--- src/logic/aurx_regs.vh ---
// register map, field positions, reset values and timing counts of the serial receiver
`ifndef AURX_REGS_VH
`define AURX_REGS_VH

// register indices on the 3-bit register port
`define AURX_ADDR_RX_CTRL 3'h0
`define AURX_ADDR_RX_DATA 3'h1
`define AURX_ADDR_DIV_LOW 3'h2
`define AURX_ADDR_DIV_HIGH 3'h3
`define AURX_ADDR_RATE_CTRL 3'h4
`define AURX_ADDR_TX_CTRL 3'h5
`define AURX_ADDR_IRQ_EN 3'h6
`define AURX_ADDR_FLAGS 3'h7

// receive_control_status fields
`define AURX_RC_PORT_EN 7
`define AURX_RC_NINE_SEL 6
`define AURX_RC_SINGLE_EN 5
`define AURX_RC_RX_EN 4
`define AURX_RC_ADDR_DET 3
`define AURX_RC_FRAME_ERR 2
`define AURX_RC_OVERRUN 1
`define AURX_RC_NINTH_BIT 0

// transmit_control_status fields seen by the receiver
`define AURX_TC_CLOCKED_SEL 4
`define AURX_TC_SHIFT_EMPTY 1

// rate_control fields
`define AURX_RT_RX_IDLE 6
`define AURX_RT_WIDE_DIV 3

// interrupt enable register fields
`define AURX_IE_GLOBAL 7
`define AURX_IE_PERIPH 6
`define AURX_IE_RECEIVE 5

// flag register field
`define AURX_FL_RX_CHAR 5

// reset values
`define AURX_RST_RX_CTRL 8'h00
`define AURX_RST_TX_CTRL 8'h00
`define AURX_RST_RATE_CTRL 8'h00
`define AURX_RST_DIV 8'h00
`define AURX_RST_IRQ_EN 8'h00

// oversampling: sixteen samples per bit, mid-bit at sample eight
`define AURX_OVERSAMPLE 16
`define AURX_HALF_LAST 4'h7
`define AURX_FULL_LAST 4'hF

`endif

--- src/logic/aurx_receiver.v ---
// asynchronous serial receiver with two-entry receive fifo and register port
//
// Implementation choices: the strobed register port and the placing of the registers.
`timescale 1ns/1ps
`default_nettype none
`include "aurx_regs.vh"

module aurx_receiver #(
    parameter DATA_BITS = 8,
    parameter FIFO_DEPTH = 2
) (
    // clock, reset and freeze
    input wire sys_clk,
    input wire reset,
    input wire clkEn,
    // register port
    input wire [2:0] regAddr,
    input wire [7:0] regWrData,
    input wire regWrite,
    input wire regRead,
    output reg [7:0] regRdData,
    // serial line and oversample strobe
    input wire serialInputPin,
    input wire sampleTick,
    // status towards the system
    output reg receiveCharFlag,
    output reg irqRequest
);

    // receiver states
    localparam ST_IDLE = 2'h0;
    localparam ST_START = 2'h1;
    localparam ST_DATA = 2'h2;
    localparam ST_STOP = 2'h3;

    localparam ENTRY_W = DATA_BITS + 2;

    // majority of three samples
    function vote3;
        input a;
        input b;
        input c;
        begin
            vote3 = (a & b) | (a & c) | (b & c);
        end
    endfunction

    // software-visible configuration
    reg portEnable;
    reg nineBitSelect;
    reg singleEnable;
    reg receiverEnable;
    reg addressDetectEnable;
    reg [7:0] transmitControl;
    reg [7:0] rateControl;
    reg [7:0] rateDivisorLow;
    reg [7:0] rateDivisorHigh;
    reg receiveIrqEnable;
    reg peripheralIrqEnable;
    reg globalIrqEnable;

    // receive engine state
    reg [1:0] rxState;
    reg [3:0] tickCount;
    reg [3:0] bitIndex;
    reg [1:0] sampleHist;
    reg lastLine;
    reg [DATA_BITS:0] receiveShiftReg;
    reg overrunFlag;

    // fifo storage: {frame error, ninth bit, data}
    reg [ENTRY_W-1:0] fifoMem [0:FIFO_DEPTH-1];
    // one-bit pointers: only a depth of two is supported
    reg wrPtr;
    reg rdPtr;
    reg [1:0] fifoCount;

    wire portReset = reset | ~portEnable;
    wire clockedMode = transmitControl[`AURX_TC_CLOCKED_SEL];
    wire rxActive = receiverEnable & ~clockedMode & portEnable;
    wire lastBit = nineBitSelect ? (bitIndex == 4'h8) : (bitIndex == 4'h7);
    // two earlier oversamples and the pin itself form the vote
    wire bitVote = vote3(sampleHist[1], sampleHist[0], serialInputPin);

    wire [ENTRY_W-1:0] topEntry = fifoMem[rdPtr];
    wire fifoEmpty = (fifoCount == 2'h0);
    wire fifoFull = (fifoCount == FIFO_DEPTH);
    wire topFrameErr = fifoEmpty ? 1'b0 : topEntry[ENTRY_W-1];
    wire topNinthBit = fifoEmpty ? 1'b0 : topEntry[ENTRY_W-2];

    // middle of stop bit: character complete this cycle
    // the push shares this cycle with the stop vote; the flag follows one later
    wire stopDone = clkEn & rxActive & sampleTick & (rxState == ST_STOP) & (tickCount == `AURX_FULL_LAST);
    wire stopFrameErr = ~bitVote;
    wire addressReject = addressDetectEnable & nineBitSelect & ~receiveShiftReg[DATA_BITS];
    wire wantPush = stopDone & ~addressReject & ~overrunFlag;
    wire doPush = wantPush & ~fifoFull;
    wire setOverrun = wantPush & fifoFull;
    wire doPop = clkEn & regRead & (regAddr == `AURX_ADDR_RX_DATA) & ~fifoEmpty;
    wire [ENTRY_W-1:0] pushEntry = {stopFrameErr, nineBitSelect & receiveShiftReg[DATA_BITS],
        receiveShiftReg[DATA_BITS-1:0]};

    // configuration writes; port enable itself only sees the hard reset
    always @(posedge sys_clk) begin
        if (reset) begin
            portEnable <= 1'b0;
            nineBitSelect <= 1'b0;
            singleEnable <= 1'b0;
            receiverEnable <= 1'b0;
            addressDetectEnable <= 1'b0;
            transmitControl <= `AURX_RST_TX_CTRL;
            rateControl <= `AURX_RST_RATE_CTRL;
            rateDivisorLow <= `AURX_RST_DIV;
            rateDivisorHigh <= `AURX_RST_DIV;
            receiveIrqEnable <= 1'b0;
            peripheralIrqEnable <= 1'b0;
            globalIrqEnable <= 1'b0;
        end else if (clkEn && regWrite) begin
            case (regAddr)
                `AURX_ADDR_RX_CTRL: begin
                    portEnable <= regWrData[`AURX_RC_PORT_EN];
                    nineBitSelect <= regWrData[`AURX_RC_NINE_SEL];
                    singleEnable <= regWrData[`AURX_RC_SINGLE_EN];
                    receiverEnable <= regWrData[`AURX_RC_RX_EN];
                    addressDetectEnable <= regWrData[`AURX_RC_ADDR_DET];
                end
                `AURX_ADDR_DIV_LOW: rateDivisorLow <= regWrData;
                `AURX_ADDR_DIV_HIGH: rateDivisorHigh <= regWrData;
                // only polarity, wide divisor, wake and auto-rate bits are writable
                `AURX_ADDR_RATE_CTRL: rateControl <= regWrData & 8'h1B;
                // shift-empty status is not stored here
                `AURX_ADDR_TX_CTRL: transmitControl <= regWrData & 8'hFD;
                `AURX_ADDR_IRQ_EN: begin
                    receiveIrqEnable <= regWrData[`AURX_IE_RECEIVE];
                    peripheralIrqEnable <= regWrData[`AURX_IE_PERIPH];
                    globalIrqEnable <= regWrData[`AURX_IE_GLOBAL];
                end
                default: begin
                end
            endcase
        end
    end

    // sample history and line level at the previous oversample
    // lastLine resets high so leaving reset never fakes a falling edge
    always @(posedge sys_clk) begin
        if (portReset) begin
            sampleHist <= 2'h3;
            lastLine <= 1'b1;
        end else if (clkEn && sampleTick) begin
            sampleHist <= {sampleHist[0], serialInputPin};
            lastLine <= serialInputPin;
        end
    end

    // receive state machine, advances only on oversample strobes
    // port disable resets engine
    always @(posedge sys_clk) begin
        if (portReset || !rxActive) begin
            rxState <= ST_IDLE;
            tickCount <= 4'h0;
            bitIndex <= 4'h0;
            receiveShiftReg <= {(DATA_BITS+1){1'b0}};
        end else if (clkEn && sampleTick) begin
            case (rxState)
                ST_IDLE: begin
                    tickCount <= 4'h0;
                    bitIndex <= 4'h0;
                    if (lastLine && !serialInputPin) begin
                        rxState <= ST_START;
                    end
                end
                ST_START: begin
                    tickCount <= tickCount + 4'h1;
                    if (tickCount == `AURX_HALF_LAST) begin
                        tickCount <= 4'h0;
                        // a glitch aborts quietly, no error recorded
                        rxState <= bitVote ? ST_IDLE : ST_DATA;
                    end
                end
                ST_DATA: begin
                    tickCount <= tickCount + 4'h1;
                    if (tickCount == `AURX_FULL_LAST) begin
                        // first bit lands in bit zero
                        receiveShiftReg[bitIndex] <= bitVote;
                        bitIndex <= bitIndex + 4'h1;
                        if (lastBit) begin
                            rxState <= ST_STOP;
                        end
                    end
                end
                ST_STOP: begin
                    tickCount <= tickCount + 4'h1;
                    if (tickCount == `AURX_FULL_LAST) begin
                        // back to edge search; a new edge needs the line high first
                        rxState <= ST_IDLE;
                        tickCount <= 4'h0;
                    end
                end
                default: rxState <= ST_IDLE;
            endcase
        end
    end

    // fifo storage: one writer per entry
    // whole character moved at once
    genvar gi;
    generate
        for (gi = 0; gi < FIFO_DEPTH; gi = gi + 1) begin : gEntry
            always @(posedge sys_clk) begin
                if (portReset) begin
                    fifoMem[gi] <= {ENTRY_W{1'b0}};
                end else if (doPush && (wrPtr == gi)) begin
                    fifoMem[gi] <= pushEntry;
                end
            end
        end
    endgenerate

    // fifo pointers and occupancy; push and pop may share a cycle
    // port disable empties fifo
    always @(posedge sys_clk) begin
        if (portReset) begin
            wrPtr <= 1'b0;
            rdPtr <= 1'b0;
            fifoCount <= 2'h0;
        end else begin
            if (doPush) begin
                wrPtr <= ~wrPtr;
            end
            if (doPop) begin
                rdPtr <= ~rdPtr;
            end
            if (doPush && !doPop) begin
                fifoCount <= fifoCount + 2'h1;
            end else if (doPop && !doPush) begin
                fifoCount <= fifoCount - 2'h1;
            end
        end
    end

    // overrun: set by a refused character, cleared by disable
    // set and clear never meet: a character needs the receiver enabled
    always @(posedge sys_clk) begin
        if (portReset) begin
            overrunFlag <= 1'b0;
        end else if (clkEn) begin
            if (!receiverEnable) begin
                overrunFlag <= 1'b0;
            end else if (setOverrun) begin
                overrunFlag <= 1'b1;
            end
        end
    end

    // read data mux; the value stands only in the cycle after the strobe
    always @(posedge sys_clk) begin
        if (reset) begin
            regRdData <= 8'h00;
        end else if (clkEn) begin
            regRdData <= 8'h00;
            if (regRead) begin
                case (regAddr)
                    `AURX_ADDR_RX_CTRL: regRdData <= {portEnable, nineBitSelect, singleEnable,
                        receiverEnable, addressDetectEnable,
                        topFrameErr, overrunFlag, topNinthBit};
                    // an empty fifo shows a stale entry and pops nothing
                    `AURX_ADDR_RX_DATA: regRdData <= topEntry[7:0];
                    `AURX_ADDR_DIV_LOW: regRdData <= rateDivisorLow;
                    `AURX_ADDR_DIV_HIGH: regRdData <= rateDivisorHigh;
                    // idle status follows the engine, not the line
                    `AURX_ADDR_RATE_CTRL: regRdData <= rateControl | {1'b0, rxState == ST_IDLE, 6'h00};
                    // no transmitter here, so its shift register always reads empty
                    `AURX_ADDR_TX_CTRL: regRdData <= transmitControl | 8'h02;
                    `AURX_ADDR_IRQ_EN: regRdData <= {globalIrqEnable, peripheralIrqEnable,
                        receiveIrqEnable, 5'h00};
                    `AURX_ADDR_FLAGS: regRdData <= {2'h0, receiveCharFlag, 5'h00};
                    default: regRdData <= 8'h00;
                endcase
            end
        end
    end

    // receive flag and interrupt request, both registered
    // framing and overrun errors never reach the request on their own
    // one cycle of lag behind the fifo, traded for outputs straight from flops
    always @(posedge sys_clk) begin
        if (reset) begin
            receiveCharFlag <= 1'b0;
            irqRequest <= 1'b0;
        end else if (clkEn) begin
            receiveCharFlag <= receiverEnable & portEnable & ~fifoEmpty;
            irqRequest <= receiverEnable & portEnable & ~fifoEmpty & receiveIrqEnable &
                peripheralIrqEnable & globalIrqEnable;
        end
    end

endmodule // aurx_receiver
`default_nettype wire

--- config.mk ---
export PLATFORM = sky130hd
export DESIGN_NAME = aurx_receiver
export DESIGN_NICKNAME = d
export VERILOG_FILES = /design/src/logic/aurx_receiver.v
export VERILOG_INCLUDE_DIRS = /design/src /design/src/logic
export SDC_FILE = /design/constraint.sdc
export NUM_CORES = 1
export LEC_CHECK = 0
export ABC_AREA = 0
export CAP_MARGIN = 5
export CELL_PAD_IN_SITES_DETAIL_PLACEMENT = 2
export CELL_PAD_IN_SITES_GLOBAL_PLACEMENT = 2
export CORE_MARGIN = 5
export CORE_UTILIZATION = 43
export DETAILED_ROUTE_END_ITERATION = 12
export DONT_BUFFER_PORTS = 1
export PLACE_DENSITY_LB_ADDON = 0.1
export SETUP_SLACK_MARGIN = 0.4
export SYNTH_ARGS = -nofsm -noshare
export SYNTH_HDL_FRONTEND = slang
export SYNTH_SLANG_ARGS = --single-unit
--- constraint.sdc ---
create_clock -name sys_clk -period 9 [get_ports sys_clk]
set_input_delay 2.7 -clock sys_clk [delete_from_list [all_inputs] [get_ports sys_clk]]
set_output_delay 2.7 -clock sys_clk [all_outputs]
set_load 0.005 [all_outputs]
==> results of run 1 <==
[worst max path at each step]
| stage | start | to | slack [ps] | depth (start not counted) |
|---|---|---|---|---|
| final | sampleTick | fifoMem[0][0]$_SDFFCE_PN0P_ | 4760 | 4 |
| after global routing | sampleTick | fifoMem[0][6]$_SDFFCE_PN0P_ | 4710 | 4 |
| after CTS | sampleTick | fifoMem[0][2]$_SDFFCE_PN0P_ | 4520 | 3 |
| after detailed placement | sampleTick | fifoMem[0][2]$_SDFFCE_PN0P_ | 4220 | 3 |
| after global placement | sampleTick | fifoMem[0][0]$_SDFFCE_PN0P_ | 4370 | 3 |
| after floorplan | clkEn | fifoMem[0][0]$_SDFFCE_PN0P_ | 4020 | 4 |
[metrics by stage]
step | instances | hold slack, ps | setup slack [ps] | utilization [%]
final | 579 | 485 | 4760 | 47.5
after global routing | 579 | 520 | 4710 | 47.5
after CTS | 578 | 488 | 4520 | 47.4
after detailed placement | 562 | 471 | 4220 | 44.9
after global placement | 562 | 457 | 4370 | 44.9
after floorplan | 450 | 442 | 4020 | -
[cells by family (layout without fill, tap and decap cells)]
kind of cell	Yosys count	after routing	share of synthesized area, %
compound gates	77	77	12.4
xor+xnor	7	7	1.42
fa+ha+maj	7	7	1.97
buf+inv	34	30	3.25
flops	92	92	47.4
mux	52	52	12.2
simple gates	181	181	21.4
[flip-flops by register name, summed over array words and instances (netlist names), 2 cells and up, named ones only]
register,flops
fifoMem,20
rateDivisorLow,8
bitIndex,4
fifoCount,2
regRdData,8
sampleHist,2
transmitControl,7
rateDivisorHigh,8
tickCount,4
rateControl,4
receiveShiftReg,9
[worst reg2reg max path, delay by kind of cell (launching register included)]
kind            cells  cell delay (ps)
simple gates        1              280
compound gates      2             1090
buf+inv             1              350
flops               1              560
[layout make-up]
cell class | instances | area (sq um)
Clock buffer | 10 | 149
Sequential cell | 92 | 2040
Inverter | 13 | 48.8
Multi-Input combinational cell | 324 | 2130
Timing Repair Buffer | 1 | 7.51
Clock inverter | 6 | 93.8
Tap cell | 133 | 166
Fill cell | 1065 | 5130
[cells in the mapped netlist (2+ instances only)]
| library cell | instances |
|---|---|
| sky130_fd_sc_hd__mux2_2 | 5 |
| sky130_fd_sc_hd__a311oi_1 | 2 |
| sky130_fd_sc_hd__o211ai_1 | 3 |
| sky130_fd_sc_hd__o31ai_1 | 3 |
| sky130_fd_sc_hd__o21ai_0 | 21 |
| sky130_fd_sc_hd__dfxtp_1 | 72 |
| sky130_fd_sc_hd__a221oi_1 | 9 |
| sky130_fd_sc_hd__edfxtp_1 | 20 |
| sky130_fd_sc_hd__or3_1 | 6 |
| sky130_fd_sc_hd__nor4_1 | 4 |
| sky130_fd_sc_hd__and4_1 | 2 |
| sky130_fd_sc_hd__a22oi_1 | 2 |
| sky130_fd_sc_hd__and2_1 | 19 |
| sky130_fd_sc_hd__a22o_1 | 4 |
| sky130_fd_sc_hd__a21oi_1 | 16 |
| sky130_fd_sc_hd__nand3b_1 | 2 |
| sky130_fd_sc_hd__clkbuf_1 | 11 |
| sky130_fd_sc_hd__mux2i_1 | 47 |
| sky130_fd_sc_hd__nor2b_1 | 11 |
| sky130_fd_sc_hd__a2111oi_0 | 2 |
| sky130_fd_sc_hd__a2bb2oi_1 | 2 |
| sky130_fd_sc_hd__nor3_1 | 3 |
| sky130_fd_sc_hd__inv_1 | 13 |
| sky130_fd_sc_hd__and3_1 | 2 |
| sky130_fd_sc_hd__buf_2 | 7 |
| sky130_fd_sc_hd__buf_1 | 2 |
| sky130_fd_sc_hd__nor2_1 | 53 |
| sky130_fd_sc_hd__nand2b_1 | 8 |
| sky130_fd_sc_hd__ha_1 | 6 |
| sky130_fd_sc_hd__xor2_1 | 3 |
| sky130_fd_sc_hd__xnor2_1 | 4 |
| sky130_fd_sc_hd__nand4b_1 | 2 |
| sky130_fd_sc_hd__nand2_1 | 54 |
| sky130_fd_sc_hd__nand3_1 | 6 |
[layer usage]
layer / track usage, % / vias to the layer above / wire length (um)
li1: - / 1572 / -
met5: 0 / - / 0
met3: 4.54 / 11 / 483
met2: 38.1 / 51 / 6090
met4: 4.75 / 0 / 115
met1: 28.3 / 1666 / 5510
[power by group]
group,switching (mW),internal [mW]
Clock,0.157,0.176
Sequential,0.00225,0.423
Combinational,0.0138,0.00893
==> impl_metrics.json, run 1 <==
{
  "layout.cells.most_common": "sky130_fd_sc_hd__dfxtp_1",
  "r2r_cells": 4,
  "hold_start": "sampleHist[1]$_SDFFE_PP1P_",
  "finalHoldViolCount": 0,
  "antenna_found_initial": 0,
  "die_y_um": 110,
  "globalRouteOverflowTotal": 0,
  "hold_path_depth": 2,
  "wire_per_inst_um": 21.1,
  "clock_latency_at_the_later_pin_of_the_worst_skew_pair_ps": 370,
  "worst_slew_margin_relative_to_its_limit_pct": 35.5,
  "ctsRootBufferMaster": "sky130_fd_sc_hd__clkbuf_8",
  "number_of_buffer_cells_added_on_primary_ports": 0,
  "syn_to_final_growth_pct": 7.72,
  "fp.dieArea_sq_um": 12100,
  "count_of_h_tree_levels_built_during_cts": 3,
  "inserted_clock_buffers": 9,
  "slowest_delay_ps": 650,
  "post-cts-setup-buffer-count": 0,
  "synth.yosys.seq_area_share_pct": 47.4,
  "netlist.top_cell.by_area": "sky130_fd_sc_hd__dfxtp_1",
  "critPathTopFamily": "compound AO/OA/AOI/OAI gates",
  "drt.antenna.violating_nets": 0,
  "timing.setup.tns_ps": 0,
  "cts.clk_slew.worst_paths_ps": 90,
  "worst-slew-pin-transition_ps": 954,
  "design.portCount": 28,
  "postPlaceCellArea_sq_um": 4390,
  "global_route_wire_length_before_repair_mm": 20.2,
  "layout_common_cells": "sky130_fd_sc_hd__dfxtp_1 (72), sky130_fd_sc_hd__nand2_1 (54), sky130_fd_sc_hd__nor2_1 (53)",
  "critical_path.cell_chain": "nand3_1 -> a311o_4 -> o41ai_2 -> clkbuf_4",
  "ys.flop_type": "sky130_fd_sc_hd__dfxtp_1",
  "timing.critical_path.from_type": "input pin",
  "yosys-top-cells-area": "sky130_fd_sc_hd__dfxtp_1 (33%), sky130_fd_sc_hd__edfxtp_1 (14%), sky130_fd_sc_hd__mux2i_1 (11%), sky130_fd_sc_hd__nand2_1 (4.7%), sky130_fd_sc_hd__nor2_1 (4.6%)",
  "vdd_ir_drop_max_uv": 78.7,
  "detail_route.iter0.violations": 131,
  "synth_async_sr_flop_share_pct": 0,
  "min_to": "sampleHist[1]$_SDFFE_PP1P_",
  "ys_seq_elements": 92,
  "run_status": "complete, no violations",
  "timing.rr.end": "fifoMem[0][0]$_SDFFCE_PN0P_",
  "synth_area_sq_um": 4310,
  "ctsLongestPathBuffers": 2,
  "detail_route.vias_per_cell": 5.70,
  "cts_tree": "yes",
  "ctsResizeCount": 0,
  "syn-instance-count": 450,
  "grt_usage_pct": 22.0,
  "synth_top_area_share_pct": 33.4,
  "synth_nets": 474,
  "share_of_final_layout_standard_cells_stronger_than_drive_strength_1_pct": 6.73,
  "clkSinkCount": 92,
  "placeableCoreArea_sq_um": 9770,
  "critical_path_class": "in -> reg",
  "worstSetupEndpointType": "flop",
  "gp_congestion": 0.804,
  "first_global_vias": 3657,
  "cp_slowest_cell": "sky130_fd_sc_hd__o41ai_2",
  "die_width_um": 110,
  "nets": 465,
  "post-route-period-util_pct": 47.1,
  "start_util_pct": 44.1,
  "worst-path-max-fanout": 7,
  "grt_max_degree": 43,
  "antenna_cells": 0,
  "total_wirelength_mm": 12.2,
  "timing.reg2reg.setup_slack_ps": 6430,
  "report.final.setup_viol": 0,
  "cp_data_arrival_time_ps": 4320,
  "worstPathBufferInverterCount": 1,
  "dp.final_hpwl_mm": 8.69,
  "drv_cap": 0,
  "num_rows": 36,
  "power.density_cell_area_nw_per_um2": 168,
  "drc": 0,
  "synth_cell_type_count": 58,
  "skew_ps": 12.2,
  "stdcell_area_sq_um": 4640,
  "period_minus_slack_ps": 4240,
  "rsz0062_at_grt": "false",
  "p_total_uw": 781,
  "syn_area_per_cell_sq_um": 9.58,
  "maxSlewViolCount": 0,
  "route.vias.total": 3300,
  "cts-hold-fix-buffers": 0,
  "hold_path.class": "reg -> reg",
  "drt-pass1-iter-count": 4,
  "critical_path_required_ps": 9080,
  "leakage_dissipation_nw": 1.77,
  "number_of_synthesized_flops_with_an_enable_pin": 20,
  "yosys_warnings": 0,
  "fmax_mhz": 236
}
No activity file was read; power rests on OpenSTA's default activity.
==> run 2: changes to the inputs <==
CORE_UTILIZATION = 36   (was 43)
clock period = 3.9 ns   (was 9 ns; I/O delays follow)
==> impl_metrics.json, run 2 (synthesis results as in run 1) <==
{
  "design.portCount": 28,
  "first_global_vias": 3525,
  "leakage_dissipation_nw": 1.78,
  "grt_usage_pct": 17.6,
  "grt_max_degree": 43,
  "inserted_clock_buffers": 9,
  "skew_ps": 7.22,
  "die_y_um": 119,
  "cts_tree": "yes",
  "worstSetupEndpointType": "flop",
  "drt-pass1-iter-count": 4,
  "ctsLongestPathBuffers": 2,
  "timing.critical_path.from_type": "input pin",
  "share_of_final_layout_standard_cells_stronger_than_drive_strength_1_pct": 6.50,
  "ctsResizeCount": 0,
  "largest-register": "fifoMem",
  "clock_latency_at_the_later_pin_of_the_worst_skew_pair_ps": 350,
  "post-cts-setup-buffer-count": 0,
  "placement.setup.worst_slack_ps": 851,
  "count_of_h_tree_levels_built_during_cts": 3,
  "run_status": "complete, no violations",
  "globalRouteOverflowTotal": 0,
  "global_route_wire_length_before_repair_mm": 19.5,
  "rsz0062_at_grt": "false",
  "syn_to_final_growth_pct": 8.74,
  "period_minus_slack_ps": 2670,
  "r2r_cells": 6,
  "detail_route.vias_per_cell": 5.40,
  "worst-path-max-fanout": 5,
  "antenna_cells": 0,
  "slowest_delay_ps": 440,
  "route.vias.total": 3204,
  "hold_path_depth": 2,
  "worst-slew-pin-transition_ps": 901,
  "p_total_mw": 1.85,
  "reg_top3": "fifoMem x20, receiveShiftReg x9",
  "finalHoldViolCount": 0,
  "gp_congestion": 0.736,
  "fp.dieArea_sq_um": 14300,
  "hold_path.class": "reg -> reg",
  "timing.setup.tns_ps": 0,
  "critical_path.cell_chain": "nand3_1 -> a311o_4 -> nor3_2 -> ha_1 -> or3_1 -> a21oi_1",
  "worst_slew_margin_relative_to_its_limit_pct": 39.8,
  "min_to": "receiveShiftReg[6]$_SDFFE_PP0P_",
  "start_util_pct": 36.3,
  "die_width_um": 119,
  "ctsRootBufferMaster": "sky130_fd_sc_hd__clkbuf_16",
  "clkSinkCount": 92,
  "cp_slowest_cell": "sky130_fd_sc_hd__a311o_4",
  "report.final.setup_viol": 0,
  "placeableCoreArea_sq_um": 11900,
  "cp_data_arrival_time_ps": 2960,
  "place_inst": 577,
  "drt.antenna.violating_nets": 0,
  "wire_per_inst_um": 20.3,
  "fmax_mhz": 374,
  "num_rows": 40,
  "largest_reg_flops": 20,
  "cts-hold-fix-buffers": 0,
  "hold_start": "receiveShiftReg[6]$_SDFFE_PP0P_",
  "detail_route.iter0.violations": 161,
  "power.density_cell_area_nw_per_um2": 396,
  "fin_ws_ps": 1230,
  "timing.rr.end": "fifoCount[1]$_SDFFE_PP0P_",
  "drc": 0,
  "layout.cells.most_common": "sky130_fd_sc_hd__dfxtp_1",
  "number_of_buffer_cells_added_on_primary_ports": 0,
  "final_cell_count_no_fill": 593,
  "critical_path_required_ps": 4190,
  "drv_cap": 0,
  "timing.reg2reg.setup_slack_ps": 1340,
  "vdd_ir_drop_max_uv": 263,
  "maxSlewViolCount": 0,
  "layout.core_utilization_pct": 39.5,
  "dp.final_hpwl_mm": 8.76,
  "layout_common_cells": "sky130_fd_sc_hd__dfxtp_1 (72), sky130_fd_sc_hd__nand2_1 (54), sky130_fd_sc_hd__nor2_1 (53)",
  "antenna_found_initial": 0,
  "cts.clk_slew.worst_paths_ps": 70,
  "total_wirelength_mm": 12.0,
  "critical_path_class": "in -> reg",
  "nets": 465,
  "post-route-period-util_pct": 68.6
}
==> run 2: cell types whose count changed in the layout (fill, tap and decap cells not counted), moves of 2 or more <==
cell / delta
sky130_fd_sc_hd__clkinvlp_4: +2
sky130_fd_sc_hd__clkbuf_8: -9
sky130_fd_sc_hd__clkbuf_16: +8
sky130_fd_sc_hd__bufinv_16: -2
==> run 2: worst max path at each step <==
stage                     slack, ps  startpoint  cells after the start                     endpoint
after floorplan                 450       clkEn                      4  fifoMem[0][0]$_SDFFCE_PN0P_
after global placement          940  sampleTick                      6    fifoCount[1]$_SDFFE_PP0P_
after detailed placement        850  sampleTick                      6    fifoCount[1]$_SDFFE_PP0P_
after CTS                      1240  sampleTick                      6    fifoCount[1]$_SDFFE_PP0P_
after global routing           1170  sampleTick                      6    fifoCount[1]$_SDFFE_PP0P_
final                          1230  sampleTick                      6    fifoCount[1]$_SDFFE_PP0P_
==> run 2: area by class of cell <==
cell class                      count  area (sq um)
Sequential cell                    92          2040
Inverter                           13          48.8
Timing Repair Buffer                1          7.51
Clock buffer                        9           225
Clock inverter                      7          43.8
Tap cell                          147           184
Multi-Input combinational cell    324          2130
Fill cell                        1297          7180
==> run 2: routing by layer <==
layer	share of wire, %	track usage [%]	wire length (um)	up-vias
li1	-	-	-	1569
met1	44	20.8	5350	1599
met2	51	31.6	6150	30
met3	3.6	4.94	428	6
met4	0.81	4.08	98	0
met5	0	0	0	-
==> run 2: critical path, delay by kind of cell <==
kind | cells | cell delay (ps)
adders and majority gates | 1 | 330
and+or+nand+nor | 3 | 870
AOI/OAI and AO/OA | 2 | 580
==> run 2: report_power, final <==
| group | total [mW] | switching, mW | internal, mW |
|---|---|---|---|
| logic | 0.0524 | 0.0318 | 0.0206 |
| registers | 0.981 | 0.00522 | 0.976 |
| clock network | 0.820 | 0.391 | 0.429 |
| total | 1.85 | 0.428 | 1.43 |
==> run 2: through the flow <==
| stage | hold slack, ps | cell area (sq um) |
|---|---|---|
| floorplan | 442 | 4310 |
| global placement | 460 | 4420 |
| detailed placement | 472 | 4420 |
| CTS | 481 | 4690 |
| global route | 512 | 4690 |
| finish | 474 | 4690 |
==> run 3: changes to the inputs <==
clock period = 2.4 ns   (was 3.9 ns; I/O delays follow)
==> impl_metrics.json, run 3 (synthesis results as in run 1) <==
{
  "gp_congestion": 0.707,
  "drt-pass1-iter-count": 4,
  "drv_cap": 0,
  "clkSinkCount": 92,
  "fin_ws_ps": 467,
  "reg_top3": "fifoMem x20, receiveShiftReg x9",
  "clock_latency_at_the_later_pin_of_the_worst_skew_pair_ps": 360,
  "critical_path_class": "reg -> reg",
  "syn_to_final_growth_pct": 15.3,
  "cts.clk_slew.worst_paths_ps": 70,
  "critical_path_required_ps": 2460,
  "timing.critical_path.from_type": "flop",
  "nets": 487,
  "cts_tree": "yes",
  "timing.setup.tns_ps": 0,
  "wire_per_inst_um": 20.7,
  "finalHoldViolCount": 0,
  "cp_slowest_cell": "sky130_fd_sc_hd__a311o_4",
  "drc": 0,
  "grt_usage_pct": 18.8,
  "number_of_buffer_cells_added_on_primary_ports": 0,
  "cts-hold-fix-buffers": 0,
  "globalRouteOverflowTotal": 0,
  "layout.core_utilization_pct": 41.9,
  "fillerInstances": 1268,
  "power.density_cell_area_nw_per_um2": 622,
  "detail_route.iter0.violations": 180,
  "vdd_ir_drop_max_uv": 310,
  "final_cell_count_no_fill": 615,
  "regArea_sq_um": 2050,
  "largest-register": "fifoMem",
  "num_rows": 40,
  "placeableCoreArea_sq_um": 11900,
  "die_width_um": 119,
  "p_total_mw": 3.09,
  "fmax_mhz": 517,
  "largest_reg_flops": 20,
  "maxSlewViolCount": 0,
  "worst_setup_path_startpoint": "tickCount[1]$_SDFFE_PP0P_",
  "critical_path.cell_chain": "ha_4 -> nand3_4 -> a311o_4 -> buf_12 -> o41ai_4 -> buf_4",
  "post-route-period-util_pct": 80.6,
  "worst-path-max-fanout": 10,
  "fin_worst_hold_slack_ps": 442,
  "place_inst": 592,
  "fp.dieArea_sq_um": 14300,
  "drt.antenna.violating_nets": 0,
  "first_global_vias": 3633,
  "report.final.setup_viol": 0,
  "leakage_dissipation_nw": 1.91,
  "antenna_cells": 0,
  "slowest_delay_ps": 370,
  "cp_data_arrival_time_ps": 2000,
  "ctsRootBufferMaster": "sky130_fd_sc_hd__clkbuf_16",
  "r2r-start": "tickCount[1]$_SDFFE_PP0P_",
  "hold_start": "reset",
  "layout_common_cells": "sky130_fd_sc_hd__dfxtp_1 (69), sky130_fd_sc_hd__nand2_1 (54), sky130_fd_sc_hd__nor2_1 (53)",
  "rsz0062_at_grt": "true",
  "hold_path.class": "in -> reg",
  "multiInputGateArea_sq_um": 2210,
  "total_wirelength_mm": 12.7,
  "route.vias.total": 3363,
  "ctsLongestPathBuffers": 2,
  "postPlaceCellArea_sq_um": 4580,
  "placement.setup.worst_slack_ps": 128,
  "count_of_h_tree_levels_built_during_cts": 3,
  "inserted_clock_buffers": 9,
  "start_util_pct": 36.3,
  "antenna_found_initial": 0,
  "die_y_um": 119,
  "share_of_final_layout_standard_cells_stronger_than_drive_strength_1_pct": 13.7,
  "skew_ps": 6.13,
  "stdcell_area_sq_um": 4970,
  "design.portCount": 28,
  "worst_slew_margin_relative_to_its_limit_pct": 49.9,
  "global_route_wire_length_before_repair_mm": 20.8,
  "layout.cells.most_common": "sky130_fd_sc_hd__dfxtp_1",
  "grt_max_degree": 43,
  "run_status": "complete, no violations",
  "detail_route.vias_per_cell": 5.47,
  "worstSetupEndpointType": "flop",
  "period_minus_slack_ps": 1930,
  "dp.final_hpwl_mm": 9.30,
  "worst-slew-pin-transition_ps": 748
}
==> run 3: changes by cell type in the layout (fill, tap and decap cells not counted), moves of 2 or more <==
cell	delta
sky130_fd_sc_hd__ha_4	+2
sky130_fd_sc_hd__inv_6	+4
sky130_fd_sc_hd__ha_1	-2
sky130_fd_sc_hd__buf_4	+21
sky130_fd_sc_hd__clkinv_2	-2
sky130_fd_sc_hd__dfxtp_1	-3
sky130_fd_sc_hd__dfxtp_2	+2
==> run 3: path summary, 6_finish.rpt <==
path / cells after the start / endpoint / slack (ps)
worst max-delay path: 6 / fifoMem[0][0]$_SDFFCE_PN0P_ / 470
worst min-delay path: 1 / regRdData[1]$_SDFFE_PP0P_ / 440
worst max register to register: 6 / fifoMem[0][0]$_SDFFCE_PN0P_ / 470
worst min register to register: 2 / receiveShiftReg[6]$_SDFFE_PP0P_ / 470
==> run 3: metal layers <==
layer	GRT usage, %	vias up	share of wire (%)
li1	-	1615	-
met1	22.9	1706	45
met2	32.7	30	50
met3	5.56	12	3.5
met4	4.58	0	1.3
met5	0	-	0
==> run 3: final cells by class <==
cell class / count / share of cell area (%)
multi-input combinational: 324 / 44.6
sequential: 92 / 41.2
clock buffer: 9 / 4.53
timing repair buffer: 23 / 3.73
tap: 147 / 3.70
clock inverter: 7 / 1.26
inverter: 13 / 0.982
==> run 3: power by group <==
| group | internal, mW | leakage, nW | switching [mW] | total (mW) |
|---|---|---|---|---|
| combinational | 0.0356 | 0.941 | 0.0542 | 0.0898 |
| clock | 0.727 | 0.139 | 0.680 | 1.41 |
| sequential | 1.58 | 0.829 | 0.00863 | 1.59 |
| total | 2.35 | 1.91 | 0.743 | 3.09 |
==> run 3: critical path: cells and delay by family, from the launching register on <==
family / cells / cell delay (ps)
simple gates: 1 / 80
compound gates: 2 / 640
buf+inv: 2 / 400
fa+ha+maj: 1 / 160
flops: 1 / 360
==> run 3: what timing repair did <==
action | 4_1_cts | 5_1_grt
setup buffers | 6 | 1
pin swaps | 5 | 3
hold endpoints to repair | 0 | 0
endpoints found under the setup margin | 32 | 31
resized for setup | 7 | 3
